### src/pkg/sfif_pkg.sv
`default_nettype none
package sfif_pkg;
   // ----------------------------------------
   // Opcodes
   // ----------------------------------------
   localparam logic [7:0] OP_WREN   = 8'h06;
   localparam logic [7:0] OP_WRDI   = 8'h04;
   localparam logic [7:0] OP_RDSR1  = 8'h05;
   localparam logic [7:0] OP_SUSP   = 8'h75;
   localparam logic [7:0] OP_RESM   = 8'h7a;
   localparam logic [7:0] OP_QENTER = 8'h38;
   localparam logic [7:0] OP_QEXIT  = 8'hff;
   localparam logic [7:0] OP_RSTEN  = 8'h66;
   localparam logic [7:0] OP_RST    = 8'h99;
   localparam logic [7:0] OP_GLOCK  = 8'h7e;
   localparam logic [7:0] OP_GUNLK  = 8'h98;
   localparam logic [7:0] OP_BLOCK  = 8'h36;
   localparam logic [7:0] OP_BUNLK  = 8'h39;
   localparam logic [7:0] OP_CE1    = 8'hc7;
   localparam logic [7:0] OP_CE2    = 8'h60;

   // ----------------------------------------
   // Sizes, positions and reset values
   // ----------------------------------------
   localparam int          NUM_BLOCKS   = 64;
   localparam int          BLK_LSB      = 16;
   localparam int          ADDR_BYTES   = 3;
   localparam logic [2:0]  LAST_BIT     = 3'd7;
   localparam logic [63:0] LOCK_RESET   = 64'hffff_ffff_ffff_ffff;
   localparam int          BUF_DEPTH    = 2;

   // Lane width code: step of one, two or four bits per rising clock
   typedef enum logic [1:0] {LANE1, LANE2, LANE4} sfif_lane_t;

   typedef struct packed {
      logic       known;
      logic       wclass;
      logic       need_wel;
      logic       prot_chk;
      logic       is_read;
      logic       has_addr;
      logic [2:0] dummy;
      sfif_lane_t addr_lane;
      sfif_lane_t data_lane;
   } sfif_info_t;

   typedef enum logic [2:0] {EV_READ, EV_DATA, EV_EXEC, EV_DROP, EV_END} sfif_ev_kind_t;

   typedef struct packed {
      sfif_ev_kind_t kind;
      logic [7:0]    opcode;
      logic [23:0]   addr;
      logic [7:0]    data;
   } sfif_ev_t;
endpackage
`default_nettype wire

### src/verilog/sfif_frontend.sv
`default_nettype none
module sfif_frontend (
   input  wire logic             mclk_i,
   input  wire logic             resetn_i,
   input  wire logic             cs_n_i,
   input  wire logic             sclk_i,
   input  wire logic [3:0]       io_i,
   input  wire logic             busy_i,
   input  wire logic             protect_scheme_select_i,
   input  wire logic             ev_ready_i,
   output logic                  ev_valid_o,
   output sfif_pkg::sfif_ev_t    ev_o,
   output logic                  four_line_command_mode_o,
   output logic                  write_enable_latch_o,
   output logic                  overflow_o
);
   // ----------------------------------------
   // Pin synchronisers
   // ----------------------------------------
   logic [5:0] sync1;
   logic [5:0] sync2;
   logic       cs_prev;
   logic       sclk_prev;

   always_ff @(posedge mclk_i) begin
      if (!resetn_i) begin
         sync1     <= 6'h03;
         sync2     <= 6'h03;
         cs_prev   <= 1'b1;
         sclk_prev <= 1'b1;
      end else begin
         sync1     <= {io_i, sclk_i, cs_n_i};
         sync2     <= sync1;
         cs_prev   <= sync2[0];
         sclk_prev <= sync2[1];
      end
   end

   logic       cs_fall;
   logic       cs_rise;
   logic       sclk_rise;
   logic [3:0] io_s;
   assign cs_fall   = cs_prev && !sync2[0];
   assign cs_rise   = !cs_prev && sync2[0];
   assign sclk_rise = !sync2[0] && !sclk_prev && sync2[1];
   assign io_s      = sync2[5:2];

   // ----------------------------------------
   // Opcode decoder
   // ----------------------------------------
   function automatic sfif_pkg::sfif_info_t decode(input logic [7:0] op, input logic four_line_command_mode);
      sfif_pkg::sfif_info_t d;
      logic                 q_ok;
      d = '0;
      q_ok = 1'b1;
      d.known = 1'b1;
      unique case (op)
         8'h06, 8'h04, 8'h50, 8'hab, 8'hb9, 8'h66, 8'h99, 8'h75, 8'h7a: ;
         8'h38: q_ok = 1'b0;
         8'hff: d.known = four_line_command_mode;
         8'h05, 8'h35, 8'h15, 8'h9f: d.is_read = 1'b1;
         8'h4b: begin
            d.is_read = 1'b1;
            d.dummy   = 3'd4;
            q_ok      = 1'b0;
         end
         8'h90, 8'h03, 8'h3d: begin
            d.is_read  = 1'b1;
            d.has_addr = 1'b1;
            q_ok       = (op != 8'h03);
         end
         8'h0b, 8'h0c, 8'h5a, 8'h48, 8'h3b, 8'h6b: begin
            d.is_read  = 1'b1;
            d.has_addr = 1'b1;
            d.dummy    = 3'd1;
            q_ok       = (op == 8'h0b) || (op == 8'h0c);
            d.known    = (op != 8'h0c) || four_line_command_mode;
         end
         8'hbb, 8'h92, 8'heb, 8'h94: begin
            d.is_read   = 1'b1;
            d.has_addr  = 1'b1;
            d.addr_lane = (op == 8'hbb || op == 8'h92) ? sfif_pkg::LANE2 : sfif_pkg::LANE4;
            d.data_lane = d.addr_lane;
            d.dummy     = (op == 8'heb && four_line_command_mode) ? 3'd1 : (d.addr_lane == sfif_pkg::LANE2 ? 3'd1 : 3'd3);
            q_ok        = (op == 8'heb);
         end
         8'h77: begin
            d.has_addr  = 1'b1;
            d.addr_lane = sfif_pkg::LANE4;
            d.data_lane = sfif_pkg::LANE4;
            q_ok        = 1'b0;
         end
         8'hc0: d.known = four_line_command_mode;
         8'h02, 8'h32, 8'h42: begin
            d.wclass    = 1'b1;
            d.need_wel  = 1'b1;
            d.has_addr  = 1'b1;
            d.prot_chk  = (op != 8'h42);
            d.data_lane = (op == 8'h32) ? sfif_pkg::LANE4 : sfif_pkg::LANE1;
            q_ok        = (op == 8'h02);
         end
         8'h20, 8'h52, 8'hd8, 8'h44, 8'h36, 8'h39: begin
            d.wclass   = 1'b1;
            d.need_wel = 1'b1;
            d.has_addr = 1'b1;
            d.prot_chk = (op == 8'h20) || (op == 8'h52) || (op == 8'hd8);
            q_ok       = (op != 8'h44);
         end
         8'hc7, 8'h60, 8'h01, 8'h31, 8'h11, 8'h7e, 8'h98: begin
            d.wclass   = 1'b1;
            d.need_wel = 1'b1;
            d.prot_chk = (op == sfif_pkg::OP_CE1) || (op == sfif_pkg::OP_CE2);
         end
         default: d.known = 1'b0;
      endcase
      if (four_line_command_mode) begin
         d.known     = d.known && q_ok;
         d.addr_lane = sfif_pkg::LANE4;
         d.data_lane = sfif_pkg::LANE4;
      end
      return d;
   endfunction

   // ----------------------------------------
   // Bit and byte assembly
   // ----------------------------------------
   typedef enum logic [2:0] {PH_IDLE, PH_OP, PH_ADDR, PH_DUMMY, PH_DATA, PH_IGNORE} sfif_phase_t;

   sfif_phase_t          phase;
   sfif_pkg::sfif_info_t info;
   sfif_pkg::sfif_info_t op_info;
   sfif_pkg::sfif_lane_t lane;
   logic [7:0]           shreg;
   logic [7:0]           next_shreg;
   logic [2:0]           bit_cnt;
   logic [3:0]           next_bits;
   logic                 byte_done;
   logic [7:0]           opcode;
   logic [23:0]          addr;
   logic [2:0]           byte_cnt;
   logic                 addr_done;
   logic                 four_line_command_mode;
   logic                 wel;
   logic                 rst_armed;
   logic [63:0]          lock;

   assign lane = (phase == PH_OP) ? (four_line_command_mode ? sfif_pkg::LANE4 : sfif_pkg::LANE1) :
                 (phase == PH_DATA) ? info.data_lane : info.addr_lane;
   assign op_info = decode(next_shreg, four_line_command_mode);

   always_comb begin
      unique case (lane)
         sfif_pkg::LANE1: begin
            next_shreg = {shreg[6:0], io_s[0]};
            next_bits  = {1'b0, bit_cnt} + 4'd1;
         end
         sfif_pkg::LANE2: begin
            next_shreg = {shreg[5:0], io_s[1:0]};
            next_bits  = {1'b0, bit_cnt} + 4'd2;
         end
         default: begin
            next_shreg = {shreg[3:0], io_s};
            next_bits  = {1'b0, bit_cnt} + 4'd4;
         end
      endcase
   end
   assign byte_done = sclk_rise && (next_bits[3] || next_bits[2:0] == 3'd0) && next_bits != 4'd0;

   always_ff @(posedge mclk_i) begin
      if (!resetn_i) begin
         shreg   <= 8'h00;
         bit_cnt <= 3'd0;
      end else if (cs_fall) begin
         shreg   <= 8'h00;
         bit_cnt <= 3'd0;
      end else if (sclk_rise && phase != PH_IDLE) begin
         shreg   <= next_shreg;
         bit_cnt <= next_bits[2:0];
      end
   end

   // ----------------------------------------
   // Instruction sequencer
   // ----------------------------------------
   logic ignore_busy;
   assign ignore_busy = busy_i && next_shreg != sfif_pkg::OP_RDSR1 && next_shreg != sfif_pkg::OP_SUSP;

   always_ff @(posedge mclk_i) begin
      if (!resetn_i) begin
         phase     <= PH_IDLE;
         info      <= '0;
         opcode    <= 8'h00;
         addr      <= 24'h000000;
         byte_cnt  <= 3'd0;
         addr_done <= 1'b0;
      end else if (cs_rise) begin
         phase <= PH_IDLE;
      end else if (cs_fall) begin
         phase     <= PH_OP;
         byte_cnt  <= 3'd0;
         addr_done <= 1'b0;
      end else if (byte_done) begin
         unique case (phase)
            PH_OP: begin
               opcode <= next_shreg;
               info   <= op_info;
               if (!op_info.known || ignore_busy) begin
                  phase <= PH_IGNORE;
               end else if (op_info.has_addr) begin
                  phase <= PH_ADDR;
               end else if (op_info.dummy != 3'd0) begin
                  phase <= PH_DUMMY;
               end else begin
                  phase <= PH_DATA;
               end
            end
            PH_ADDR: begin
               addr     <= {addr[15:0], next_shreg};
               byte_cnt <= byte_cnt + 3'd1;
               if (byte_cnt == 3'(sfif_pkg::ADDR_BYTES - 1)) begin
                  byte_cnt  <= 3'd0;
                  addr_done <= 1'b1;
                  phase     <= (info.dummy != 3'd0) ? PH_DUMMY : PH_DATA;
               end
            end
            PH_DUMMY: begin
               byte_cnt <= byte_cnt + 3'd1;
               if (byte_cnt + 3'd1 == info.dummy) begin
                  phase <= PH_DATA;
               end
            end
            default: ;
         endcase
      end
   end

   // ----------------------------------------
   // End of instruction checks
   // ----------------------------------------
   logic locked;
   logic run_ok;
   logic took_op;
   assign took_op = phase != PH_IDLE && phase != PH_OP && phase != PH_IGNORE;
   // Chip erase spans every block, so any set lock bit refuses it when protect_scheme_select_i is set
   assign locked  = protect_scheme_select_i &&
                    (!info.has_addr ? |lock : lock[addr[sfif_pkg::BLK_LSB +: 6]]);
   assign run_ok  = bit_cnt == 3'd0
                    && (!info.need_wel || wel)
                    && (!info.has_addr || addr_done)
                    && !(info.prot_chk && locked);

   always_ff @(posedge mclk_i) begin
      if (!resetn_i) begin
         lock <= sfif_pkg::LOCK_RESET;
      end else if (cs_rise && took_op && info.wclass && run_ok) begin
         unique case (opcode)
            sfif_pkg::OP_GLOCK: lock <= sfif_pkg::LOCK_RESET;
            sfif_pkg::OP_GUNLK: lock <= '0;
            sfif_pkg::OP_BLOCK: lock[addr[sfif_pkg::BLK_LSB +: 6]] <= 1'b1;
            sfif_pkg::OP_BUNLK: lock[addr[sfif_pkg::BLK_LSB +: 6]] <= 1'b0;
            default: ;
         endcase
      end
   end

   always_ff @(posedge mclk_i) begin
      if (!resetn_i) begin
         wel <= 1'b0;
      end else if (cs_rise && took_op && bit_cnt == 3'd0) begin
         if (opcode == sfif_pkg::OP_WREN) begin
            wel <= 1'b1;
         end else if (opcode == sfif_pkg::OP_WRDI || (opcode == sfif_pkg::OP_RST && rst_armed)) begin
            wel <= 1'b0;
         end else if (info.wclass && run_ok) begin
            wel <= 1'b0;
         end
      end
   end

   always_ff @(posedge mclk_i) begin
      if (!resetn_i) begin
         four_line_command_mode       <= 1'b0;
         rst_armed <= 1'b0;
      end else if (cs_rise && took_op) begin
         rst_armed <= opcode == sfif_pkg::OP_RSTEN;
         if (opcode == sfif_pkg::OP_QENTER) begin
            four_line_command_mode <= 1'b1;
         end else if (opcode == sfif_pkg::OP_QEXIT || (opcode == sfif_pkg::OP_RST && rst_armed)) begin
            four_line_command_mode <= 1'b0;
         end
      end
   end

   // ----------------------------------------
   // Event generation
   // ----------------------------------------
   // Only one event can arise per byte, and a byte lasts far longer than the
   // buffer needs to drain, so a single holding stage suffices ahead of it.
   logic               pend_valid;
   sfif_pkg::sfif_ev_t pend;
   logic               buf_ready;
   logic               new_ev;
   sfif_pkg::sfif_ev_t next_ev;

   always_comb begin
      new_ev  = 1'b0;
      next_ev = '{kind: sfif_pkg::EV_END, opcode: opcode, addr: addr, data: next_shreg};
      if (cs_rise && took_op) begin
         new_ev = 1'b1;
         if (info.wclass) begin
            next_ev.kind = run_ok ? sfif_pkg::EV_EXEC : sfif_pkg::EV_DROP;
         end else if (info.is_read) begin
            next_ev.kind = sfif_pkg::EV_END;
         end else begin
            next_ev.kind = sfif_pkg::EV_EXEC;
         end
      end else if (byte_done && phase == PH_DATA && !info.is_read) begin
         new_ev       = 1'b1;
         next_ev.kind = sfif_pkg::EV_DATA;
      end else if (byte_done && info.is_read &&
                   ((phase == PH_ADDR && byte_cnt == 3'(sfif_pkg::ADDR_BYTES - 1) && info.dummy == 3'd0) ||
                    (phase == PH_DUMMY && byte_cnt + 3'd1 == info.dummy))) begin
         new_ev       = 1'b1;
         next_ev.kind = sfif_pkg::EV_READ;
         next_ev.addr = (phase == PH_ADDR) ? {addr[15:0], next_shreg} : addr;
      end else if (byte_done && phase == PH_OP && op_info.known && !ignore_busy &&
                   op_info.is_read && !op_info.has_addr && op_info.dummy == 3'd0) begin
         new_ev         = 1'b1;
         next_ev.kind   = sfif_pkg::EV_READ;
         next_ev.opcode = next_shreg;
      end
   end

   always_ff @(posedge mclk_i) begin
      if (!resetn_i) begin
         pend_valid <= 1'b0;
         pend       <= '0;
         overflow_o <= 1'b0;
      end else begin
         if (new_ev) begin
            pend_valid <= 1'b1;
            pend       <= next_ev;
            overflow_o <= overflow_o || (pend_valid && !buf_ready);
         end else if (buf_ready) begin
            pend_valid <= 1'b0;
         end
      end
   end

   // ----------------------------------------
   // Two-entry event buffer
   // ----------------------------------------
   sfif_pkg::sfif_ev_t mem [sfif_pkg::BUF_DEPTH];
   logic               wptr;
   logic               rptr;
   logic [1:0]         count;
   logic               push;
   logic               pop;

   assign buf_ready  = count != 2'(sfif_pkg::BUF_DEPTH) || ev_ready_i;
   assign push       = pend_valid && buf_ready;
   assign ev_valid_o = count != 2'd0;
   assign pop        = ev_valid_o && ev_ready_i;

   always_ff @(posedge mclk_i) begin
      if (!resetn_i) begin
         wptr  <= 1'b0;
         rptr  <= 1'b0;
         count <= 2'd0;
      end else begin
         wptr  <= wptr ^ push;
         rptr  <= rptr ^ pop;
         count <= count + {1'b0, push} - {1'b0, pop};
      end
   end

   always_ff @(posedge mclk_i) begin
      if (!resetn_i) begin
         mem[0] <= '0;
         mem[1] <= '0;
      end else if (push) begin
         mem[wptr] <= pend;
      end
   end

   assign ev_o                     = mem[rptr];
   assign four_line_command_mode_o = four_line_command_mode;
   assign write_enable_latch_o     = wel;
endmodule
`default_nettype wire

### config.mk
export PLATFORM = sky130hd
export DESIGN_NAME = sfif_frontend
export DESIGN_NICKNAME = d
export VERILOG_FILES = /design/src/pkg/sfif_pkg.sv /design/src/verilog/sfif_frontend.sv
export SDC_FILE = /design/constraint.sdc
export NUM_CORES = 1
export LEC_CHECK = 0
export BUFFER_PORTS_ARGS = -buffer_cell sky130_fd_sc_hd__buf_2
export CELL_PAD_IN_SITES_DETAIL_PLACEMENT = 0
export CELL_PAD_IN_SITES_GLOBAL_PLACEMENT = 1
export CORE_ASPECT_RATIO = 0.9
export CORE_UTILIZATION = 52
export DETAILED_ROUTE_END_ITERATION = 8
export GPL_ROUTABILITY_DRIVEN = 0
export PLACE_DENSITY_LB_ADDON = 0.1
export REMOVE_ABC_BUFFERS = 1
export SETUP_SLACK_MARGIN = 0.05
export SLEW_MARGIN = 5
export SYNTH_ARGS = -nofsm -noshare
export SYNTH_HDL_FRONTEND = slang
export SYNTH_SLANG_ARGS = --single-unit
### constraint.sdc
create_clock -name mclk_i -period 9.75 [get_ports mclk_i]
set_input_delay 1.4625 -clock mclk_i [delete_from_list [all_inputs] [get_ports mclk_i]]
set_output_delay 1.4625 -clock mclk_i [all_outputs]
set_load 0.05 [all_outputs]
Word-level counts from Yosys, hierarchy flattened. Memory sizes are Yosys's and may differ from the RTL's. A register that Yosys moved wholly into a read port is not among the register bits. Cells that the tools add are included.

Register bits: 191. Memory bits (writable): 86. Logic and storage cells: 313. Memories: 1.

Add/sub/neg operators: 6. Magnitude comparators: 2. Equal/unequal tests: 78. Muxes and demuxes: 73. Bitwise logic cells: 8. Reductions and logical operators: 112.

Memories: mem (depth 2, width 43, rd ports 1, clocked after Yosys merged registers in 1, write ports 2, RTL line sfif_frontend.sv:353) `sfif_pkg::sfif_ev_t mem [sfif_pkg::BUF_DEPTH];`.

Operators by type and width (number): 64-bit case mux with 4 select lines (1); 8-bit == test, second input constant (17); 8-bit by 7-bit == test with 1-bit output, second input constant (16); 8-bit by 6-bit == test with 1-bit output, second input constant (12); 64-bit AND (1); 32-bit 2-to-1 mux (2); 64-bit NOT (1); 64-bit OR (1); 64-bit OR reduction (1); 24-bit 2-to-1 mux (2); 43-bit 2-to-1 mux (1); 43-bit OR reduction (1); 3-bit 2-to-1 mux (14); 1-bit logical AND (41); 8-bit by 3-bit == test with 1-bit output, second input constant (5); 39-bit OR reduction (1); 1-bit 2-to-1 mux (31); 3-bit case mux with 3 select lines (3); 8-bit by 7-bit inequality test with 1-bit output, second input constant (3); 23-bit OR reduction (1); 3-bit nonzero test (6); 18-bit OR reduction (1); 8-bit by 2-bit == test with 1-bit output, second input constant (2); 8-bit by 4-bit == test with 1-bit output, second input constant (2); other kinds (52) (113).

Longest topological paths before layout. Gate-level depths: netlist of run 1.

Word-level depth: 20. Mapped depth: 16.

Worst setup path before layout of run 1. No wires, ideal clock.

Path kind: input -> register. Start: in ev_ready_i. End: mem mem[0][0] (netlist bit) (enable). Setup time: 503 ps. Data arrival time: 4743 ps. Required time: 9247 ps. Slack: 4504 ps. Stages: 4. Cell sequence: nor2_1 > nand2_1 > nand2_1 > o21ai_0.

RTL lines: from (decl) (RTL line sfif_frontend.sv:10) `input wire logic ev_ready_i,`; to (decl) (RTL line sfif_frontend.sv:353).

Final worst setup path of run 1.
Start: reg phase[0]. End: reg pend[24] (netlist bit).

Word-level cells in the longest chain between the ends: 19. Elaborated cells on any way between the ends: 125. Those cells by class: eq/ne (60); mux (21); reduce/logical (44).

Ends and longest elaborated chain: from (decl) (RTL line sfif_frontend.sv:129) `sfif_phase_t phase;`; from (signal assigned) (RTL line sfif_frontend.sv:223) `phase <= (info.dummy != 3'd0) ? PH_DUMMY : PH_DATA;`; 3-bit == test (RTL line sfif_frontend.sv:148, sfif_frontend.sv:317); 2-bit 2-to-1 mux (RTL line sfif_frontend.sv:148) `(phase == PH_DATA) ? info.data_lane : info.addr_lane;`; 2-bit 2-to-1 mux (RTL line sfif_frontend.sv:147) `assign lane = (phase == PH_OP) ? (four_line_command_mode ? sfif_pkg::LANE4 : sfif_pkg::LANE1) :`; 2-bit by 1-bit == test with 1-bit output / 2-bit zero test (equally long branches) (RTL line sfif_frontend.sv:152) `unique case (lane)`; 8-bit case mux with 2 select lines / 4-bit case mux with 2 select lines (equally long branches) (RTL line sfif_frontend.sv:152); 8-bit == test (tied with other cells) (RTL line sfif_frontend.sv:57, sfif_frontend.sv:82); 39-bit OR reduction (no line) (tied with other cells); 1-bit case mux with 3 select lines (tied with other cells) (RTL line sfif_frontend.sv:57) `unique case (op)`; 1-bit logical AND, on equally long branches (RTL line sfif_frontend.sv:117, sfif_frontend.sv:167); 1-bit 2-to-1 mux / 1-bit logical AND (equally long branches) (RTL line sfif_frontend.sv:116, sfif_frontend.sv:326); 1-bit logical AND (3 in a row) (RTL line sfif_frontend.sv:326) `end else if (byte_done && phase == PH_OP && op_info.known && !ignore_busy &&`; 1-bit logical AND (2 in a row) (RTL line sfif_frontend.sv:327) `op_info.is_read && !op_info.has_addr && op_info.dummy == 3'd0) begin`; 1-bit 2-to-1 mux (RTL line sfif_frontend.sv:326); 1-bit 2-to-1 mux (RTL line sfif_frontend.sv:320) `end else if (byte_done && info.is_read &&`; 1-bit 2-to-1 mux (RTL line sfif_frontend.sv:317) `end else if (byte_done && phase == PH_DATA && !info.is_read) begin`; 1-bit 2-to-1 mux (RTL line sfif_frontend.sv:308) `if (cs_rise && took_op) begin`; to (signal assigned) (RTL line sfif_frontend.sv:342) `pend <= next_ev;`; to (decl) (RTL line sfif_frontend.sv:300) `sfif_pkg::sfif_ev_t pend;`.

Parallel ways exist; a longest one is shown, timed or not. A chain may end at the register's enable or synchronous reset.

==> results of run 1 <==
[placed cells by master (no fill, tap or decap), types with 8 or more instances in the layout]
master	Yosys	layout
a211oi_1	33	33
dfxtp_1	191	190
clkbuf_16	0	29
a21oi_1	98	98
nand4_1	15	15
buf_4	2	27
nand3b_1	8	8
nor2_1	280	279
xnor2_1	9	9
ha_1	9	9
o21ai_0	88	86
edfxtp_1	86	86
and3_1	65	65
nand3_1	23	21
nor3_1	26	21
mux2_2	47	47
and2_1	97	97
inv_1	19	19
a22oi_1	14	14
nand2_1	136	136
buf_2	25	57
nand2b_1	12	12
nor4_1	22	22
o22ai_1	63	63
mux2i_1	45	45
[state kept, by name (all words and copies together), names as in the netlist, 2 cells and up, named ones only]
| signal | count |
|---|---|
| mem | 86 |
| lock | 64 |
| pend | 43 |
| addr | 24 |
| info | 11 |
| opcode | 8 |
| shreg | 7 |
| sync1 | 6 |
| sync2 | 6 |
| byte_cnt | 3 |
| phase | 3 |
| bit_cnt | 2 |
| count | 2 |
[cells by family after synthesis]
group	after synthesis
AOI/OAI and AO/OA	387
xor gates and xnor gates	10
adders and majority gates	9
buffers and inverters	145
DFF	277
muxes	93
and+or+nand+nor	733
[critical path, stage by stage (launching register included)]
cell       delay [ns]
dfxtp_1          0.77
o21bai_2         0.22
o21ai_1          0.70
a21oi_1          0.27
o22ai_1          0.59
nor2_1           0.23
o2111ai_1        0.25
nand2_1          0.13
nand3b_2         0.20
nand3_2          0.88
a211oi_1         0.52
[metrics by stage]
| step | util, % | hold slack, ns | instances | setup slack, ns | instance area (um^2) |
|---|---|---|---|---|---|
| after floorplan | - | 0.3863 | 1529 | 1.243 | 13850 |
| after global placement | 54.78 | 0.3983 | 1967 | 5.094 | 14850 |
| after detailed placement | 54.78 | 0.3961 | 1967 | 4.890 | 14850 |
| after CTS | 58.50 | 0.4123 | 2021 | 4.879 | 15850 |
| after global routing | 58.50 | 0.4374 | 2021 | 4.413 | 15850 |
| final | 58.50 | 0.4081 | 2021 | 4.848 | 15850 |
[layer usage]
metal / up-vias / track usage (%)
met4: 0 / 7.837
met5: - / 0
li1: 5934 / -
met3: 57 / 3.952
met1: 5790 / 40.38
met2: 419 / 39.28
[worst paths after layout]
path                               from                     to  cells after the start  slack (ns)
hold / removal      sync1[0]$_SDFF_PN1_    sync2[0]$_SDFF_PN1_                      1        0.41
setup / recovery  phase[0]$_SDFFE_PP0P_  pend[24]$_SDFFE_PN0P_                     10        4.85
hold reg to reg     sync1[0]$_SDFF_PN1_    sync2[0]$_SDFF_PN1_                      1        0.41
setup reg to reg  phase[0]$_SDFFE_PP0P_  pend[24]$_SDFFE_PN0P_                     10        4.85
[power by group through the flow]
stage	Sequential [mW]	Combinational, mW	Clock [mW]
6_report	1.23	0.236	1.16
5_1_grt	1.24	0.250	1.22
4_1_cts	1.24	0.238	1.18
3_5_place_dp	1.26	0.237	0
3_3_place_gp	1.26	0.237	0
2_1_floorplan	1.25	0.195	0
[cell type report]
type | instances | area (um^2) | share of cell area [%]
inverter | 20 | 75.07 | 0.4735
sequential | 277 | 6407 | 40.42
clock buffer | 38 | 809.5 | 5.106
tap | 354 | 442.9 | 2.794
timing repair buffer | 84 | 488.0 | 3.078
multi-input combinational | 1232 | 7433 | 46.89
clock inverter | 16 | 197.7 | 1.247
==> summary.md, run 1 <==
| Metric | Value |
|---|---|
| Post-synth ARST share | `0%` |
| Max H-tree Level | `1` |
| Post-CTS Hold Buffers | `0` |
| # resized after CTS | `0` |
| Drt total wl | `37990 um` |
| Synth Cell Area | `14370 um^2` |
| Syn_area_per_cell | `8.688 um^2` |
| Vias in the first global route | `11150` |
| Post-synth top area cell | `dfxtp_1` |
| ANT cells | `0` |
| DRT Pass-1 Iters | `5` |
| Seq cells post-synth | `277` |
| Synth Area in Adders | `0.7836%` |
| Sequential fraction of the synthesis area | `44.58%` |
| Clock share of power | `44.0%` |
| Antenna-violating nets left | `0` |
| Max-Cap Viols | `0` |
| Number of synthesized flops with an enable pin | `86` |
| Post-route DRC | `0` |
| Yosys cell types | `87` |
| Max-slew violations | `0` |
| Mux cell area share after synthesis | `6.974%` |
| Fillers | `2379` |
| First-pass GRT wire length | `60880 um` |
| DR iter-0 viols | `1281` |
| Clock Latency Late Sink | `0.57 ns` |
| Met3 routed WL | `2471 um` |
| Clock-pin slew of the registers on the worst-case setup and hold paths | `0.06 ns` |
| Setup repair after global routing missed its margin | `no` |
| Status | `complete, no violations` |
| Logic pwr share | `9.0%` |
| Main area contributors after synthesis | `dfxtp_1 27%, edfxtp_1 18%, nor2_1 7.3%` |
| Via Count | `12200` |
| Chip Height | `159.7 um` |
| Final setup skew | `0.01736 ns` |
| Ys flop type | `dfxtp_1` |
| Die Area | `28300 um^2` |
| Routed met1 length | `18270 um` |
| Number of synthesis warnings | `0` |
| Die width | `177.2 um` |
| Count leader, synth | `nor2_1` |
| Maximum vdd drop | `0.1151 mV` |
| Tot Pwr | `2.625 mW` |
| Cell Rows | `57` |
| Antenna violations before repair | `0` |
| Gr usage total | `26.77%` |
| Met2 wire len | `16380 um` |
| Switching Share | `24.88%` |
| Leak | `5.770 nW` |
| Vias per cell | `6.037` |
| Worst setup SP type | `flip-flop` |
| Synth-to-layout area growth | `10.33%` |
| CTS tree | `done` |
| Most frequent cells after synthesis | `280 x nor2_1, 191 x dfxtp_1, 136 x nand2_1` |
| Max_slew headroom | `22.48%` |
| Core Box Area | `27100 um^2` |
| CP max FO | `58` |
| Type of destination of the critical path | `flip-flop` |
| Post-CTS Setup Bufs | `0` |
| Post-Syn Instances | `1654` |
| I/O pins | `58` |
| Final setup vio count | `0` |
| Maximum clock path buffer count | `3` |
| Worst Path Arrival | `5.35 ns` |
| Crit path required time | `10.20 ns` |
| Fmax | `0.2040 GHz` |
| CTS sink count | `277` |
| Synth Area in Compound Gates | `17.91%` |
| Clk root buf | `clkbuf_16` |
| Remaining global-route overflow | `0` |
| P_int | `1.972 mW` |
| Initial Util | `53.02%` |
| Xor/xnor share of the synthesized area | `0.6095%` |
| Cell Pwr Density | `165.6 nW/um^2` |
| Final #Nets | `1664` |
| Worst hold path class | `flip-flop to flip-flop` |
| Flop pwr share | `47.0%` |
| Drt wl/cell | `18.80 um` |
| TritonCTS buffer count | `29` |
| Yosys top cell area share | `26.61%` |
| Top Layer Used | `met4` |
| HPWL Detailed | `23720 um` |
| Slew @ Worst Pin | `1.163 ns` |
| Largest family of logic cells by synthesized area | `simple AND/OR/NAND/NOR gates` |
| Hold Vio Cnt, Final | `0` |
| Layout cells sized above 1 | `13.74%` |
| Critical path type | `flip-flop to flip-flop` |
| Period utilisation layout | `50.28%` |
| Largest net degree at the start of global routing | `121` |
| Sw power | `653.1 uW` |
| Final min period | `4.902 ns` |
| Simple-Gate Fraction of Synth Area | `25.03%` |
| Setup TNS | `0 ns` |
| IO Port Bufs | `57` |
(Power assumes the default switching activity.)
==> run 2: changes to the inputs <==
- CORE_UTILIZATION: 52 -> 43
- clock period: 9.75 -> 4.4 ns (I/O delays scaled with it)
==> summary.md, run 2 (synthesis results as in run 1) <==
| Metric | Value |
|---|---|
| Layout cells sized above 1 | `14.88% (+1.1 points)` |
| Max-Cap Viols | `0 (unchanged)` |
| Critical path type | `flip-flop to flip-flop` |
| Post-CTS Setup Bufs | `0 (unchanged)` |
| Via Count | `12240 (+0.31%)` |
| Final min period | `3.952 ns (-0.9495 ns)` |
| Slew @ Worst Pin | `1.089 ns (-0.07357 ns)` |
| Antenna-violating nets left | `0 (unchanged)` |
| Initial Util | `43.61% (-9.4 points)` |
| Register Area | `6407 um^2 (unchanged)` |
| Remaining global-route overflow | `0 (unchanged)` |
| Slowest cell on the critical path | `dfxtp_1` |
| Pre-CTS worst setup slack | `0.5302 ns (-4.359 ns)` |
| Drt wl/cell | `19.21 um (+2.2%)` |
| I/O pins | `58 (unchanged)` |
| Post-route cell area | `16200 um^2 (+2.2%)` |
| # resized after CTS | `0 (unchanged)` |
| Placed Cells | `2055 (+4.5%)` |
| Post-route DRC | `0 (unchanged)` |
| Worst Path Arrival | `4.42 ns (-0.93 ns)` |
| Reg with most FFs | `mem` |
| DR iter-0 viols | `815 (-36%)` |
| TritonCTS buffer count | `34 (+17%)` |
| Core Box Area | `32950 um^2 (+22%)` |
| IO Port Bufs | `57 (unchanged)` |
| Chip Height | `175.4 um (+9.8%)` |
| Clock Latency Late Sink | `0.53 ns (-0.04 ns)` |
| Vias per cell | `5.781 (-4.2%)` |
| Setup TNS | `0 ns (unchanged)` |
| Worst hold path class | `primary input to flip-flop` |
| DRT Pass-1 Iters | `5 (unchanged)` |
| Period utilisation layout | `89.83% (+40 points)` |
| Leak | `5.908 nW (+2.4%)` |
| Status | `complete, no violations` |
| Maximum vdd drop | `0.2583 mV (+120%)` |
| Setup repair after global routing missed its margin | `no` |
| Drt total wl | `40660 um (+7.0%)` |
| CP max FO | `13 (-78%)` |
| Crit path required time | `4.87 ns (-5.33 ns)` |
| Final setup skew | `0.01900 ns (+0.001639 ns)` |
| Maximum clock path buffer count | `3 (unchanged)` |
| Commonest non-fill, non-tap cell in the layout | `nor2_1` |
| CTS sink count | `277 (unchanged)` |
| Crit-path cells | `o21ba_2 > o211ai_4 > a2111oi_4 > nor2_1 > or3_1 > a2111oi_2 > nor2_1 > nand4_1 > o41ai_2 > o41ai_2 > o2111a_1` |
| Fillers | `3154 (+33%)` |
| Worst setup SP type | `flip-flop` |
| Synth-to-layout area growth | `12.74%` |
| Largest regs | `mem (86), lock (64), pend (43)` |
| Max FFs per register | `86 (unchanged)` |
| Max_slew headroom | `27.39% (+4.9 points)` |
| CTS tree | `done` |
| Tot Pwr | `5.950 mW (+130%)` |
| Final Non-Filler Cells | `2117 (+4.8%)` |
| Area of the multi-input gates | `7438 um^2 (about the same)` |
| HPWL Detailed | `26500 um (+12%)` |
| Die width | `194.7 um (+9.9%)` |
| Type of destination of the critical path | `flip-flop` |
| Final setup vio count | `0 (unchanged)` |
| Post-CTS Hold Buffers | `0 (unchanged)` |
| Cell Pwr Density | `367.3 nW/um^2 (+120%)` |
| Clock-pin slew of the registers on the worst-case setup and hold paths | `0.06 ns (about the same)` |
| Largest net degree at the start of global routing | `121 (unchanged)` |
| Total placed instance area | `15140 um^2 (+2.0%)` |
| Clk root buf | `clkbuf_16` |
| Setup ws final | `0.4476 ns (-4.401 ns)` |
| Cell Rows | `63 (+11%)` |
| Crit path largest cell delay | `0.59 ns (-0.29 ns)` |
| Hold Vio Cnt, Final | `0 (unchanged)` |
| Die Area | `34150 um^2 (+21%)` |
| Antenna violations before repair | `0 (unchanged)` |
| Gr usage total | `23.75% (-3.0 points)` |
| Fmax | `0.2530 GHz (+24%)` |
| Final #Nets | `1689 (+1.5%)` |
| Max-slew violations | `0 (unchanged)` |
| First-pass GRT wire length | `64840 um (+6.5%)` |
| Max H-tree Level | `2 (+1)` |
| Vias in the first global route | `11280 (+1.1%)` |
| Most frequent cells in the layout | `279 x nor2_1, 190 x dfxtp_1, 136 x nand2_1` |
==> run 2: path summary, 6_finish.rpt <==
path,start,slack [ns],to,cells past startpoint
worst max-delay path,phase[2]$_SDFFE_PP0P_,0.45,phase[1]$_SDFFE_PP0P_,11
worst min-delay path,cs_n_i,0.31,sync1[0]$_SDFF_PN1_,2
worst max register to register,phase[2]$_SDFFE_PP0P_,0.45,phase[1]$_SDFFE_PP0P_,11
worst min register to register,sync1[0]$_SDFF_PN1_,0.40,sync2[0]$_SDFF_PN1_,1
==> run 2: layer usage <==
layer | global-route usage [%] | part of all wire, % | vias to the layer above
li1 | - | - | 5989
met1 | 34.94 | 49 | 5796
met2 | 35.38 | 43 | 379
met3 | 3.667 | 5.5 | 74
met4 | 7.672 | 2.5 | 0
met5 | 0 | 0 | -
==> run 2: metrics by stage <==
stage          util, %  hold slack (ns)
2_1_floorplan        -           0.3863
6_report         49.17           0.3115
4_1_cts          49.16           0.2902
5_1_grt          49.16           0.3005
3_3_place_gp     45.94           0.3916
3_5_place_dp     45.94           0.3918
==> run 2: critical path: cells and delay by family, from the launching register on <==
family	cells	cell delay, ns
AOI/OAI and AO/OA	7	2.36
DFF	1	0.59
and+or+nand+nor	4	0.95
==> run 2: final cells by class <==
class	count	share of cell area (%)
inverter	20	0.4634
clock inverter	12	0.5097
antenna	1	0.01545
timing repair buffer	104	4.248
tap	422	3.259
multi-input combinational	1232	45.91
clock buffer	49	6.040
sequential	277	39.55
==> run 2: report_power, final <==
group / switching (mW) / internal (mW) / leakage (nW) / total, mW
Combinational: 0.371 / 0.166 / 2.96 / 0.537
Clock: 1.12 / 1.56 / 0.523 / 2.68
Sequential: 0.0605 / 2.67 / 2.42 / 2.74
